$ cat src/design/asc_pkg.sv
// Constants, field layout and shared types of the converter sequence control.
// Assumes an APB slave with 32-bit data and one word for each register.
//
// Summary of operation
// - Reference field picks supply or external references
// - Offset calibration ties both sampler inputs low
// - Scan enable walks inputs, else fixed selection
// - Fill status shows which half is filling
// - Interrupt after every N+1 completed sequences
// - Buffer mode: two halves or one buffer
// - Alternate mode: A first, then B, A, ...
// - Clock source bit selects RC or bus clock
// - Auto sample time is 1..31 conversion clocks
// - Auto sample time only used with counter trigger
// - Conversion clock is 2*(divider+1) bus clocks
// - Divider ignored while RC clock selected
// - B negative input: input 1 or low reference
// - B positive codes: inputs, sensor, reference, open
// - A negative input: input 1 or low reference
// - A positive input uses the B encoding
// - Unimplemented register bits read as zero
// - Counter trigger ends sampling after sample time
// - Scan bits include inputs, sensor, reference, ground
package asc_pkg;

    // ==========================================================
    // Register offsets
    localparam logic [7:0] ADDR_CTL_TWO = 8'h00;
    localparam logic [7:0] ADDR_CTL_THREE = 8'h04;
    localparam logic [7:0] ADDR_INPUT_SEL = 8'h08;
    localparam logic [7:0] ADDR_SCAN_SEL = 8'h0c;
    localparam logic [7:0] ADDR_SEQ_CTL = 8'h10;
    localparam logic [7:0] ADDR_SEQ_STAT = 8'h14;

    // ==========================================================
    // Writable bits and reset values
    localparam logic [31:0] CTL_TWO_WMASK = 32'h0000_f43f;
    localparam logic [31:0] CTL_THREE_WMASK = 32'h0000_9fff;
    localparam logic [31:0] INPUT_SEL_WMASK = 32'h8f8f_0000;
    localparam logic [31:0] SCAN_SEL_WMASK = 32'h0000_ffff;
    localparam logic [31:0] SEQ_CTL_WMASK = 32'h0000_00e4;
    localparam logic [31:0] REG_RESET = 32'h0000_0000;

    // ==========================================================
    // Field positions
    localparam int REF_CFG_LSB = 13;
    localparam int OFFSET_CAL_BIT = 12;
    localparam int SCAN_EN_BIT = 10;
    localparam int FILL_HALF_BIT = 7;
    localparam int SEQ_PER_IRQ_LSB = 2;
    localparam int BUF_SPLIT_BIT = 1;
    localparam int ALT_SAMPLE_BIT = 0;
    localparam int CLK_SRC_BIT = 15;
    localparam int AUTO_SAMPLE_LSB = 8;
    localparam int CLK_DIV_LSB = 0;
    localparam int NEG_B_BIT = 31;
    localparam int POS_B_LSB = 24;
    localparam int NEG_A_BIT = 23;
    localparam int POS_A_LSB = 16;
    localparam int TRIG_SRC_LSB = 5;
    localparam int AUTO_RESTART_BIT = 2;
    localparam int STOP_BIT = 1;
    localparam int START_BIT = 0;
    localparam int STAT_INDEX_LSB = 8;

    // ==========================================================
    // Codes
    localparam logic [2:0] TRIG_AUTO = 3'h7;
    localparam logic [3:0] SCAN_GROUND_CODE = 4'hf;

    typedef struct packed {
        logic pos_low_ref;
        logic pos_ground;
        logic [3:0] pos_code;
        logic neg_an1;
    } asc_sampler_sel_t;

    typedef struct packed {
        logic high_external;
        logic low_external;
    } asc_ref_sel_t;

    typedef enum logic [1:0] {
        ASC_IDLE,
        ASC_SAMPLE,
        ASC_CONVERT
    } asc_state_t;

    // Next set scan bit after cur, wrapping; cur when none set
    function automatic logic [3:0] asc_next_scan(input logic [15:0] mask, input logic [3:0] cur);
        logic [3:0] r;
        logic [3:0] idx;
        r = cur;
        for (int i = 15; i >= 1; i--) begin
            idx = cur + 4'(i);
            if (mask[idx]) begin
                r = idx;
            end
        end
        return r;
    endfunction

    // Reference pair from the configuration field
    function automatic asc_ref_sel_t asc_ref_decode(input logic [2:0] cfg);
        asc_ref_sel_t r;
        r.high_external = ~cfg[2] & cfg[0];
        r.low_external = ~cfg[2] & cfg[1];
        return r;
    endfunction

endpackage

$ cat src/design/asc_clk_div.sv
// Conversion clock enable generator.
// Assumes the RC tick input is already synchronous to pclk.
`timescale 1ns/1ps
module asc_clk_div (
    // Clock and reset
    input wire logic pclk,
    input wire logic presetn,
    // Control
    input wire logic enable,
    input wire logic use_rc,
    input wire logic rc_tick,
    input wire logic [7:0] divider,
    // Conversion clock enable
    output logic tick
);
    import asc_pkg::*;

    logic [8:0] cnt_q;
    logic [8:0] cnt_d;
    logic tick_d;
    wire [8:0] last_count = {divider, 1'b1};

    // ==========================================================
    // Divide by 2*(divider+1), or pass the RC tick
    always_comb begin
        cnt_d = 9'h000;
        tick_d = 1'b0;
        if (enable && use_rc) begin
            tick_d = rc_tick;
        end else if (enable && cnt_q == last_count) begin
            tick_d = 1'b1;
        end else if (enable) begin
            cnt_d = cnt_q + 9'h001;
        end
    end

    always_ff @(posedge pclk or negedge presetn) begin
        if (!presetn) begin
            cnt_q <= 9'h000;
            tick <= 1'b0;
        end else begin
            cnt_q <= cnt_d;
            tick <= tick_d;
        end
    end

endmodule

$ cat src/design/asc_input_sel.sv
// Sampler input selection: alternate, scan and offset calibration.
// Assumes restart and advance are one-cycle pulses from the sequencer.
`timescale 1ns/1ps
module asc_input_sel (
    // Clock and reset
    input wire logic pclk,
    input wire logic presetn,
    // Sequencer events
    input wire logic restart,
    input wire logic advance,
    // Settings
    input wire logic alternate_sample,
    input wire logic scan_enable,
    input wire logic offset_calibrate,
    input wire logic [15:0] scan_select_bits,
    input wire logic [31:0] input_select,
    // Selection
    output asc_pkg::asc_sampler_sel_t sel
);
    import asc_pkg::*;

    logic use_b_q;
    logic [3:0] scan_pos_q;

    wire use_b = alternate_sample & use_b_q;
    wire [3:0] pos_fixed = use_b ? input_select[POS_B_LSB +: 4] : input_select[POS_A_LSB +: 4];
    wire neg_fixed = use_b ? input_select[NEG_B_BIT] : input_select[NEG_A_BIT];
    wire [3:0] first_scan = asc_next_scan(scan_select_bits, 4'hf);
    wire [3:0] next_scan = asc_next_scan(scan_select_bits, scan_pos_q);

    // ==========================================================
    // Selection mux
    always_comb begin
        sel.pos_low_ref = offset_calibrate;
        sel.pos_ground = ~offset_calibrate & scan_enable & (scan_pos_q == SCAN_GROUND_CODE);
        sel.pos_code = scan_enable ? scan_pos_q : pos_fixed;
        sel.neg_an1 = ~offset_calibrate & neg_fixed;
    end

    // ==========================================================
    // Alternate and scan position
    always_ff @(posedge pclk or negedge presetn) begin
        if (!presetn) begin
            use_b_q <= 1'b0;
            scan_pos_q <= 4'h0;
        end else if (restart) begin
            use_b_q <= 1'b0;
            scan_pos_q <= first_scan;
        end else if (advance) begin
            use_b_q <= ~use_b_q;
            scan_pos_q <= next_scan;
        end
    end

endmodule

$ cat src/design/asc_adc_sequence_control.sv
// Top of the converter sequence control with its APB register file.
// Assumes the converter answers with a one-cycle done pulse,
// and that the trigger and RC tick inputs are synchronous to pclk.
`timescale 1ns/1ps
module asc_adc_sequence_control (
    // Clock and reset
    input wire logic pclk,
    input wire logic presetn,
    // APB slave
    input wire logic psel,
    input wire logic penable,
    input wire logic pwrite,
    input wire logic [7:0] paddr,
    input wire logic [31:0] pwdata,
    output logic [31:0] prdata,
    output logic pready,
    output logic pslverr,
    // Trigger and clock sources
    input wire logic ext_end_sample,
    input wire logic rc_clock_tick,
    // Converter handshake
    input wire logic conv_done,
    output logic conv_clock_tick,
    output logic sampling,
    output logic convert_start,
    // Analog selection
    output asc_pkg::asc_sampler_sel_t sampler_sel,
    output asc_pkg::asc_ref_sel_t ref_sel,
    // Result store and event
    output logic result_wr_en,
    output logic [3:0] result_wr_addr,
    output logic seq_irq
);
    import asc_pkg::*;

    // ==========================================================
    // Registers
    logic [31:0] ctl_two_q;
    logic [31:0] ctl_three_q;
    logic [31:0] input_sel_q;
    logic [31:0] scan_sel_q;
    logic [31:0] seq_ctl_q;
    logic fill_half_q;
    logic [3:0] seq_cnt_q;
    logic [3:0] wr_idx_q;
    logic [4:0] samp_cnt_q;
    asc_state_t state_q;
    asc_state_t state_d;
    asc_sampler_sel_t sel_now;
    logic div_tick;

    // ==========================================================
    // Register fields
    wire [2:0] reference_config = ctl_two_q[REF_CFG_LSB +: 3];
    wire offset_calibrate = ctl_two_q[OFFSET_CAL_BIT];
    wire scan_enable = ctl_two_q[SCAN_EN_BIT];
    wire [3:0] sequences_per_irq = ctl_two_q[SEQ_PER_IRQ_LSB +: 4];
    wire buffer_split_mode = ctl_two_q[BUF_SPLIT_BIT];
    wire alternate_sample = ctl_two_q[ALT_SAMPLE_BIT];
    wire conv_clock_source = ctl_three_q[CLK_SRC_BIT];
    wire [4:0] auto_sample_time = ctl_three_q[AUTO_SAMPLE_LSB +: 5];
    wire [7:0] conv_clock_divider = ctl_three_q[CLK_DIV_LSB +: 8];
    wire [2:0] trigger_source = seq_ctl_q[TRIG_SRC_LSB +: 3];
    wire auto_restart = seq_ctl_q[AUTO_RESTART_BIT];
    wire busy = (state_q != ASC_IDLE);

    // ==========================================================
    // APB decode; one wait state, answer from flops
    wire access = psel & penable;
    wire wr_fire = access & pready & pwrite;
    wire hit_two = (paddr == ADDR_CTL_TWO);
    wire hit_three = (paddr == ADDR_CTL_THREE);
    wire hit_in = (paddr == ADDR_INPUT_SEL);
    wire hit_scan = (paddr == ADDR_SCAN_SEL);
    wire hit_ctl = (paddr == ADDR_SEQ_CTL);
    wire hit_stat = (paddr == ADDR_SEQ_STAT);
    wire mapped = hit_two | hit_three | hit_in | hit_scan | hit_ctl | hit_stat;
    wire start_req = wr_fire & hit_ctl & pwdata[START_BIT];
    wire stop_req = wr_fire & hit_ctl & pwdata[STOP_BIT];

    // Status and fill half fold into the read words
    wire [31:0] two_rd = ctl_two_q | (32'(fill_half_q) << FILL_HALF_BIT);
    wire [31:0] ctl_rd = seq_ctl_q | 32'(busy);
    wire [31:0] stat_rd = 32'(seq_cnt_q) | (32'(wr_idx_q) << STAT_INDEX_LSB);
    wire [31:0] rd_word = hit_two ? two_rd :
                          hit_three ? ctl_three_q :
                          hit_in ? input_sel_q :
                          hit_scan ? scan_sel_q :
                          hit_ctl ? ctl_rd :
                          hit_stat ? stat_rd : 32'h0000_0000;

    always_ff @(posedge pclk or negedge presetn) begin
        if (!presetn) begin
            pready <= 1'b0;
            pslverr <= 1'b0;
            prdata <= 32'h0000_0000;
        end else begin
            pready <= access & ~pready;
            pslverr <= access & ~pready & ~mapped;
            prdata <= (access & ~pready & ~pwrite) ? rd_word : 32'h0000_0000;
        end
    end

    // Masked register writes; unimplemented bits stay zero
    always_ff @(posedge pclk or negedge presetn) begin
        if (!presetn) begin
            ctl_two_q <= REG_RESET;
            ctl_three_q <= REG_RESET;
            input_sel_q <= REG_RESET;
            scan_sel_q <= REG_RESET;
            seq_ctl_q <= REG_RESET;
        end else if (wr_fire) begin
            if (hit_two) ctl_two_q <= pwdata & CTL_TWO_WMASK;
            if (hit_three) ctl_three_q <= pwdata & CTL_THREE_WMASK;
            if (hit_in) input_sel_q <= pwdata & INPUT_SEL_WMASK;
            if (hit_scan) scan_sel_q <= pwdata & SCAN_SEL_WMASK;
            if (hit_ctl) seq_ctl_q <= pwdata & SEQ_CTL_WMASK;
        end
    end

    // ==========================================================
    // Conversion clock and input selection
    asc_clk_div u_clk_div (
        .pclk(pclk),
        .presetn(presetn),
        .enable(busy),
        .use_rc(conv_clock_source),
        .rc_tick(rc_clock_tick),
        .divider(conv_clock_divider),
        .tick(div_tick)
    );

    wire seq_done = (state_q == ASC_CONVERT) & conv_done;
    wire irq_edge = seq_done & (seq_cnt_q == sequences_per_irq);

    asc_input_sel u_input_sel (
        .pclk(pclk),
        .presetn(presetn),
        .restart(start_req & ~busy),
        .advance(seq_done),
        .alternate_sample(alternate_sample),
        .scan_enable(scan_enable),
        .offset_calibrate(offset_calibrate),
        .scan_select_bits(scan_sel_q[15:0]),
        .input_select(input_sel_q),
        .sel(sel_now)
    );

    // ==========================================================
    // Sample and convert sequencer
    wire auto_trig = (trigger_source == TRIG_AUTO);
    wire samp_last = div_tick & ((samp_cnt_q + 5'h01) >= auto_sample_time);
    wire end_sample = auto_trig ? samp_last : ext_end_sample;

    always_comb begin
        state_d = state_q;
        unique case (state_q)
            ASC_IDLE: begin
                if (start_req) state_d = ASC_SAMPLE;
            end
            ASC_SAMPLE: begin
                if (stop_req) state_d = ASC_IDLE;
                else if (end_sample) state_d = ASC_CONVERT;
            end
            ASC_CONVERT: begin
                if (stop_req) state_d = ASC_IDLE;
                else if (conv_done) state_d = auto_restart ? ASC_SAMPLE : ASC_IDLE;
            end
        endcase
    end

    always_ff @(posedge pclk or negedge presetn) begin
        if (!presetn) begin
            state_q <= ASC_IDLE;
        end else begin
            state_q <= state_d;
        end
    end

    // Sample time counter in conversion clocks
    always_ff @(posedge pclk or negedge presetn) begin
        if (!presetn) begin
            samp_cnt_q <= 5'h00;
        end else if (state_q != ASC_SAMPLE || end_sample) begin
            samp_cnt_q <= 5'h00;
        end else if (div_tick) begin
            samp_cnt_q <= samp_cnt_q + 5'h01;
        end
    end

    // Sequence count, write index and fill half
    always_ff @(posedge pclk or negedge presetn) begin
        if (!presetn) begin
            seq_cnt_q <= 4'h0;
            wr_idx_q <= 4'h0;
            fill_half_q <= 1'b0;
        end else if (start_req & ~busy) begin
            seq_cnt_q <= 4'h0;
            wr_idx_q <= 4'h0;
            fill_half_q <= 1'b0;
        end else if (irq_edge) begin
            seq_cnt_q <= 4'h0;
            wr_idx_q <= 4'h0;
            fill_half_q <= buffer_split_mode & ~fill_half_q;
        end else if (seq_done) begin
            seq_cnt_q <= seq_cnt_q + 4'h1;
            wr_idx_q <= wr_idx_q + 4'h1;
        end
    end

    // Result word: upper half bit from fill status when split
    wire [3:0] wr_addr = buffer_split_mode ? {fill_half_q, wr_idx_q[2:0]} : wr_idx_q;

    // ==========================================================
    // Registered outputs
    always_ff @(posedge pclk or negedge presetn) begin
        if (!presetn) begin
            sampling <= 1'b0;
            convert_start <= 1'b0;
            result_wr_en <= 1'b0;
            result_wr_addr <= 4'h0;
            seq_irq <= 1'b0;
            conv_clock_tick <= 1'b0;
            sampler_sel <= '0;
            ref_sel <= '0;
        end else begin
            sampling <= (state_d == ASC_SAMPLE);
            convert_start <= (state_q == ASC_SAMPLE) & end_sample & ~stop_req;
            result_wr_en <= seq_done;
            result_wr_addr <= wr_addr;
            seq_irq <= irq_edge;
            conv_clock_tick <= div_tick;
            sampler_sel <= sel_now;
            ref_sel <= asc_ref_decode(reference_config);
        end
    end

endmodule

$ cat config.mk
export PLATFORM = sky130hd
export DESIGN_NAME = asc_adc_sequence_control
export DESIGN_NICKNAME = d
export VERILOG_FILES = /design/src/design/asc_pkg.sv /design/src/design/asc_clk_div.sv /design/src/design/asc_input_sel.sv /design/src/design/asc_adc_sequence_control.sv
export SDC_FILE = /design/constraint.sdc
export NUM_CORES = 1
export LEC_CHECK = 0
export ABC_AREA = 1
export BUFFER_PORTS_ARGS = -buffer_cell sky130_fd_sc_hd__buf_2
export CAP_MARGIN = 15
export CORE_UTILIZATION = 45
export DETAILED_ROUTE_END_ITERATION = 6
export SLEW_MARGIN = 20
export SYNTH_ARGS = -nofsm -noshare
export SYNTH_HDL_FRONTEND = slang
export SYNTH_SLANG_ARGS = --single-unit
$ cat constraint.sdc
create_clock -name pclk -period 3.6 [get_ports pclk]
set_clock_uncertainty 0.15 [all_clocks]
set_input_delay 0.18 -clock pclk [delete_from_list [all_inputs] [get_ports pclk]]
set_output_delay 0.18 -clock pclk [all_outputs]
set_load 0.02 [all_outputs]
==> Yosys cells after proc, flatten, opt, wreduce, memory -nomap -nowiden <==
Index checks and enable logic that the tools add are counted.
{ "word_totals": {"memories": 0, "ramBits": 0, "mem_bits_ro": 0, "inputBits": 48, "latch_bits": 0, "reg_bits": 138, "elab_cells": 231} }
{ "op_classes": {"n_mux": 98, "addsub": 19, "bitwise_logic": 39, "div": 0, "magnitude_cmp": 16, "eq_ne": 13, "reduce_logical": 17, "shift": 0, "mul": 0} }
{ "op_table": {"columns": ["operator", "count"], "rows": [
  ["2-to-1 mux 4 bit", 40],
  ["2-to-1 mux 32 bit", 4],
  ["less-than comparator 4 x 5 -> 1 bit, second input constant", 15],
  ["binary-select mux 1 bit (select 4 bit)", 15],
  ["adder 4 bit, second input constant", 8],
  ["2-to-1 mux 9 bit", 3],
  ["2-to-1 mux 1 bit", 25],
  ["2-to-1 mux 12 bit", 2],
  ["AND 1 bit", 22],
  ["adder 4 x 3 -> 4 bit, second input constant", 4],
  ["== test 8 x 4 -> 1 bit, second input constant", 2],
  ["== test 8 x 5 -> 1 bit, second input constant", 2],
  ["2-to-1 mux 16 bit", 1],
  ["OR 16 x 8 -> 16 bit", 1],
  ["nonzero test 16 bit", 1],
  ["adder 4 x 1 -> 4 bit, second input constant", 3],
  ["OR 4 x 12 -> 12 bit", 1],
  ["AND reduction 2 bit", 6],
  ["2-to-1 mux 2 bit", 5],
  ["2-to-1 mux 5 bit", 2],
  ["adder 9 x 1 -> 9 bit, second input constant", 1],
  ["== test 9 bit", 1],
  ["inverter 1 bit", 9],
  ["adder 4 x 2 -> 4 bit, second input constant", 2],
  ["18 further kinds", 27]
]} }

==> Logic depth before layout (Yosys ltp) <==
{ "depth": {"ltp_word": 20, "mapped_depth": 27, "mapped_depth_nobuf": 26} }

==> Hierarchy <==
From an unflattened synthesis, not the netlist that was laid out.
{ "hier_totals": {"hier_cells": 1049, "hier_area_um2": 7953.9} }
{ "by_module_without_submodules": {"columns": ["mod", "seq_area_each_um2", "area_each_um2", "n_inst", "cells_per_inst"], "rows": [
  ["asc_adc_sequence_control", 2927.8, 5188.7, 1, 549],
  ["asc_input_sel", 125.1, 2149.6, 1, 416],
  ["asc_clk_div", 250.2, 615.6, 1, 84]
]} }

==> Least setup slack after synthesis <==
No wires, ideal clock.
{ "synth_timing": {"path_type": "reg2reg", "startpoint": "register u_input_sel.scan_pos_q[1]", "endpoint": "register u_input_sel.scan_pos_q[1]", "slack_ps": 920, "period_less_slack_ps": 2680, "t_arrival_ps": 2413, "setup_time_ps": 116, "n_path_buf": 2, "path_stages_with_launch": 19, "path_cell_list": "dfrtp_1 > inv_1 > buf_2 > ha_1 > inv_1 > buf_2 > nand2_1 > nand3_1 > nand2_1 > nand2_1 > nand2_2 > nor2_2 > inv_1 > nor3_1 > nor3_1 > o41ai_2 > nor2_1 > nand2_1 > nand2_1"} }
{ "synth_via": {"elab_chain_cells": 19} }
{ "synth_rtl": {"columns": ["element", "line_no", "text"], "rows": [
  ["start, declared", "asc_input_sel.sv:23", "logic [3:0] scan_pos_q;"],
  ["start signal, assigned", "asc_input_sel.sv:48", "scan_pos_q <= first_scan;"],
  ["start signal, assigned", "asc_input_sel.sv:51", "scan_pos_q <= next_scan;"],
  ["adder 4 bit", "asc_pkg.sv:95", "idx = cur + 4'(i);"],
  ["binary-select mux 1 bit (select 4 bit)", "asc_pkg.sv:96", "if (mask[idx]) begin"],
  ["2-to-1 mux 1 bit (implied by the code)", "asc_pkg.sv:96", null],
  ["2-to-1 mux 4 bit (14 in series)", "asc_pkg.sv:96", null],
  ["2-to-1 mux 4 bit", "asc_input_sel.sv:49", "end else if (advance) begin"],
  ["2-to-1 mux 4 bit", "asc_input_sel.sv:46", "end else if (restart) begin"]
]} }
Parallel ways exist; a longest one is shown, timed or not. The select of a mux whose other input is x is not followed.
A chain may end at the register's enable or synchronous reset.

==> Final worst setup path <==
{ "layout_timing": {"startpoint": "register u_input_sel.scan_pos_q[1]", "endpoint": "register u_input_sel.scan_pos_q[0]"} }
The elaborated chain is that of the path after synthesis.

==> results.toml <==
[global_route]
grt_pass1_vias = 6340
grt_pass1_wl_mm = 33.1
grt_max_degree = 88
grt-ovfl-total = 0
antenna_found_initial = 0
grt_use_total_pct = 26.1

[setup_path]
cp-endpoint = "u_input_sel.scan_pos_q[0]"
cp_common_cell = "nand2_1"
crit_type = "flip-flop to flip-flop"
timing.rr.end = "u_input_sel.scan_pos_q[0]"
path_depth = 18
r2r_start = "u_input_sel.scan_pos_q[1]"
worst_ep_arrival_time_ns = 3.45
crit_start = "u_input_sel.scan_pos_q[1]"
cp_max_fo = 13
cpPeakStageDelay_ns = 0.60
slowest_stage = "ha_1"
crit_chain = "inv_1 > ha_1 > inv_1 > nand2_1 > nand3_1 > nand2_1 > nand2_1 > nand2_1 > inv_2 > a21oi_1 > nor3_1 > o21ai_1 > nand2_1 > a31oi_1 > nand3_1 > o21ai_0 > nand2_1 > o21ai_1"
critPathBufInv = 3
cp_top_family = "simple AND/OR/NAND/NOR gates"
r2r_cells = 18
critPathCaptureType = "flip-flop"
critPathLaunchType = "flip-flop"
reg2reg_setup_slack_ns = 0.33
worst-endpoint-required_ns = 3.78

[pwr]
p_sw_share_pct = 45.6
p_sw_w = 0.00332
p_seq_share_pct = 24.0
pwr-share-clk_pct = 22.9
power_leakage_nw = 4.56
p_int_w = 0.00396
vdd_drop_max_v = 0.000377
powerDensity_nw_per_um2 = 802
power_frac_comb_pct = 53.1

[timing]
slew_headroom_pct = 41.1
tightest_slew_ns = 0.881
setup_viol = 0
fin_crit_ns = 3.27
fin_setup_tns_ns = 0
fin_crit_sh_pct = 90.7
rsz0062_at_grt = "no"
max_freq_mhz = 306
finalHoldViolCount = 0
slew_viol_final = 0
worst_slack_ns = 0.334

[yosys]
synth_area_leaders = "dfrtp_1 (44%), nand2_1 (13%), o21ai_0 (6.3%), inv_1 (6.2%), nand3_1 (4.3%)"
netlist-cell-type-count = 47
syn_area_um2 = 7490
ys.flop_type = "dfrtp_1"
yosysWarnings = 0
synth_top_area_share_pct = 44.1
syn_avg_cell_area_um2 = 7.61
synthCells = 985
yosys.area.top_type = "dfrtp_1"
synth-edff-count = 0
ys_seq_elements = 132
ys_seq_area_share_pct = 44.1
synth_async_sr_flop_share_pct = 100

[clock_tree]
clock_latency_ns = 0.42
clockBufferDepth = 2
cts-buffers-inserted = 17
htree_levels = 4
clkTransAtPathRegs_ns = 0.06
root_buffer = "clkbuf_16"
cts_num_sinks = 132
cts_tree = "done"

[final_layout]
drive_above_1_share_pct = 15.2
syn2layout_area_growth_pct = 21.2
mostFrequentLayoutCell = "nand2_1"
final_cell_area_um2 = 9080
most-common-layout-cells = "nand2_1 (264), dfrtp_1 (132), inv_1 (124)"
nNetsFinal = 1184
n_antenna_cell = 0

[place]
pre_cts_slack_ns = 0.445
dpl_cell_area_um2 = 8210
place.gp.congestion = 0.915
portBuffers = 87
hpwl_mm = 15.7

[floorplanning]
initial_core_util_pct = 46.6
die_area_um2 = 17200
die-height_um = 131
core_area_um2 = 16100
rows = 46
die_w_um = 131
boundaryPins = 100

[routing]
dr_total_vias = 6928
drcViolationCount = 0
viasPerCell = 5.15
drt_iter0_drc = 556
totalWireLength_mm = 20.9
dr.pass1.iters = 5
wire_per_inst_um = 15.6
ant_nets = 0

[status]
status = "completed"

[hold_path]
min_path_type = "input port to flip-flop"

[run]
drv_cap = 0
-- state kept, by name (all words and copies together), names as in the netlist, 2 cells and up --
| signal | flops |
|---|---|
| u_input_sel.scan_pos_q | 4 |
| input_sel_q | 10 |
| prdata | 26 |
| scan_sel_q | 16 |
| seq_cnt_q | 4 |
| ctl_three_q | 14 |
| result_wr_addr | 4 |
| wr_idx_q | 4 |
| state_q | 2 |
| samp_cnt_q | 5 |
| sampler_sel | 7 |
| ref_sel | 2 |
| u_clk_div.cnt_q | 9 |
| seq_ctl_q | 4 |
| ctl_two_q | 11 |
-- synth_stat cells, drive strengths merged (13+ instances only) --
master / n
nor3: 18
nor2: 64
nand2: 274
a31oi: 13
xor2: 17
a21oi: 55
o21ai: 109
nand3: 64
buf: 16
ha: 20
clkbuf: 14
dfrtp: 132
inv: 133
-- cell families after synthesis --
logic type,share of synthesized area [%]
and+or+nand+nor,24.7
adders and majority gates,3.34
DFF,44.1
xor gates and xnor gates,2.72
muxes,0.568
other,0.0501
AOI/OAI and AO/OA,15.7
buffers and inverters,8.85
-- worst min path at each step --
stage | endpoint | cells after the start | slack (ns) | from
after global placement | prdata[23] | 1 | 0.14 | presetn
after floorplan | conv_clock_tick | 0 | -0.27 | presetn
after global routing | ctl_three_q[0] | 3 | 0.04 | pwdata[0]
final | ctl_three_q[0] | 3 | 0.03 | pwdata[0]
after detailed placement | prdata[23] | 1 | 0.15 | presetn
after CTS | ctl_three_q[0] | 3 | 0.002 | pwdata[0]
-- routing by layer --
metal	share of wire (%)	track usage, %	vias to the layer above
met5	0	0	-
met4	1.2	7.03	0
met3	5.2	4.56	16
met2	45	40.6	221
met1	48	37.3	3221
li1	-	-	3470
-- power by group through the flow --
stage | logic, W | registers, W | clock network (W)
floorplan | 0.00281 | 0.00178 | 0
global placement | 0.00378 | 0.00177 | 0
detailed placement | 0.00378 | 0.00177 | 0
CTS | 0.00382 | 0.00174 | 0.00170
global route | 0.00430 | 0.00176 | 0.00177
finish | 0.00387 | 0.00175 | 0.00167
-- final cells by class --
type                    count  area [um2]
multi-input cells         695        3540
inverters                 133         499
flip-flops and latches    132        3300
clock buffers              22         464
well taps                 216         270
fillers                  1492        6980
repair buffers            137         892
clock inverters             9         105
-- worst min-delay path: stages --
cell and delay, ns:
buf_2 0.07, inv_1 0.12, o21ai_0 0.19
-- per-stage QoR --
step	cells	total power [W]	hold WS (ns)	util [%]
after detailed placement	1283	0.00554	0.149	51.1
after global routing	1344	0.00784	0.0373	56.5
final	1344	0.00728	0.0289	56.5
after global placement	1283	0.00555	0.138	51.1
after CTS	1344	0.00727	0.00169	56.5
after floorplan	990	0.00459	-0.266	-
-- what timing repair did --
item | CTS | global route
hold buffers | 30 | 0
gates resized for setup | 0 | 0
endpoints found under the hold margin | 140 | 0
buffers inserted | 0 | 0
No activity file was read; power rests on OpenSTA's default activity.
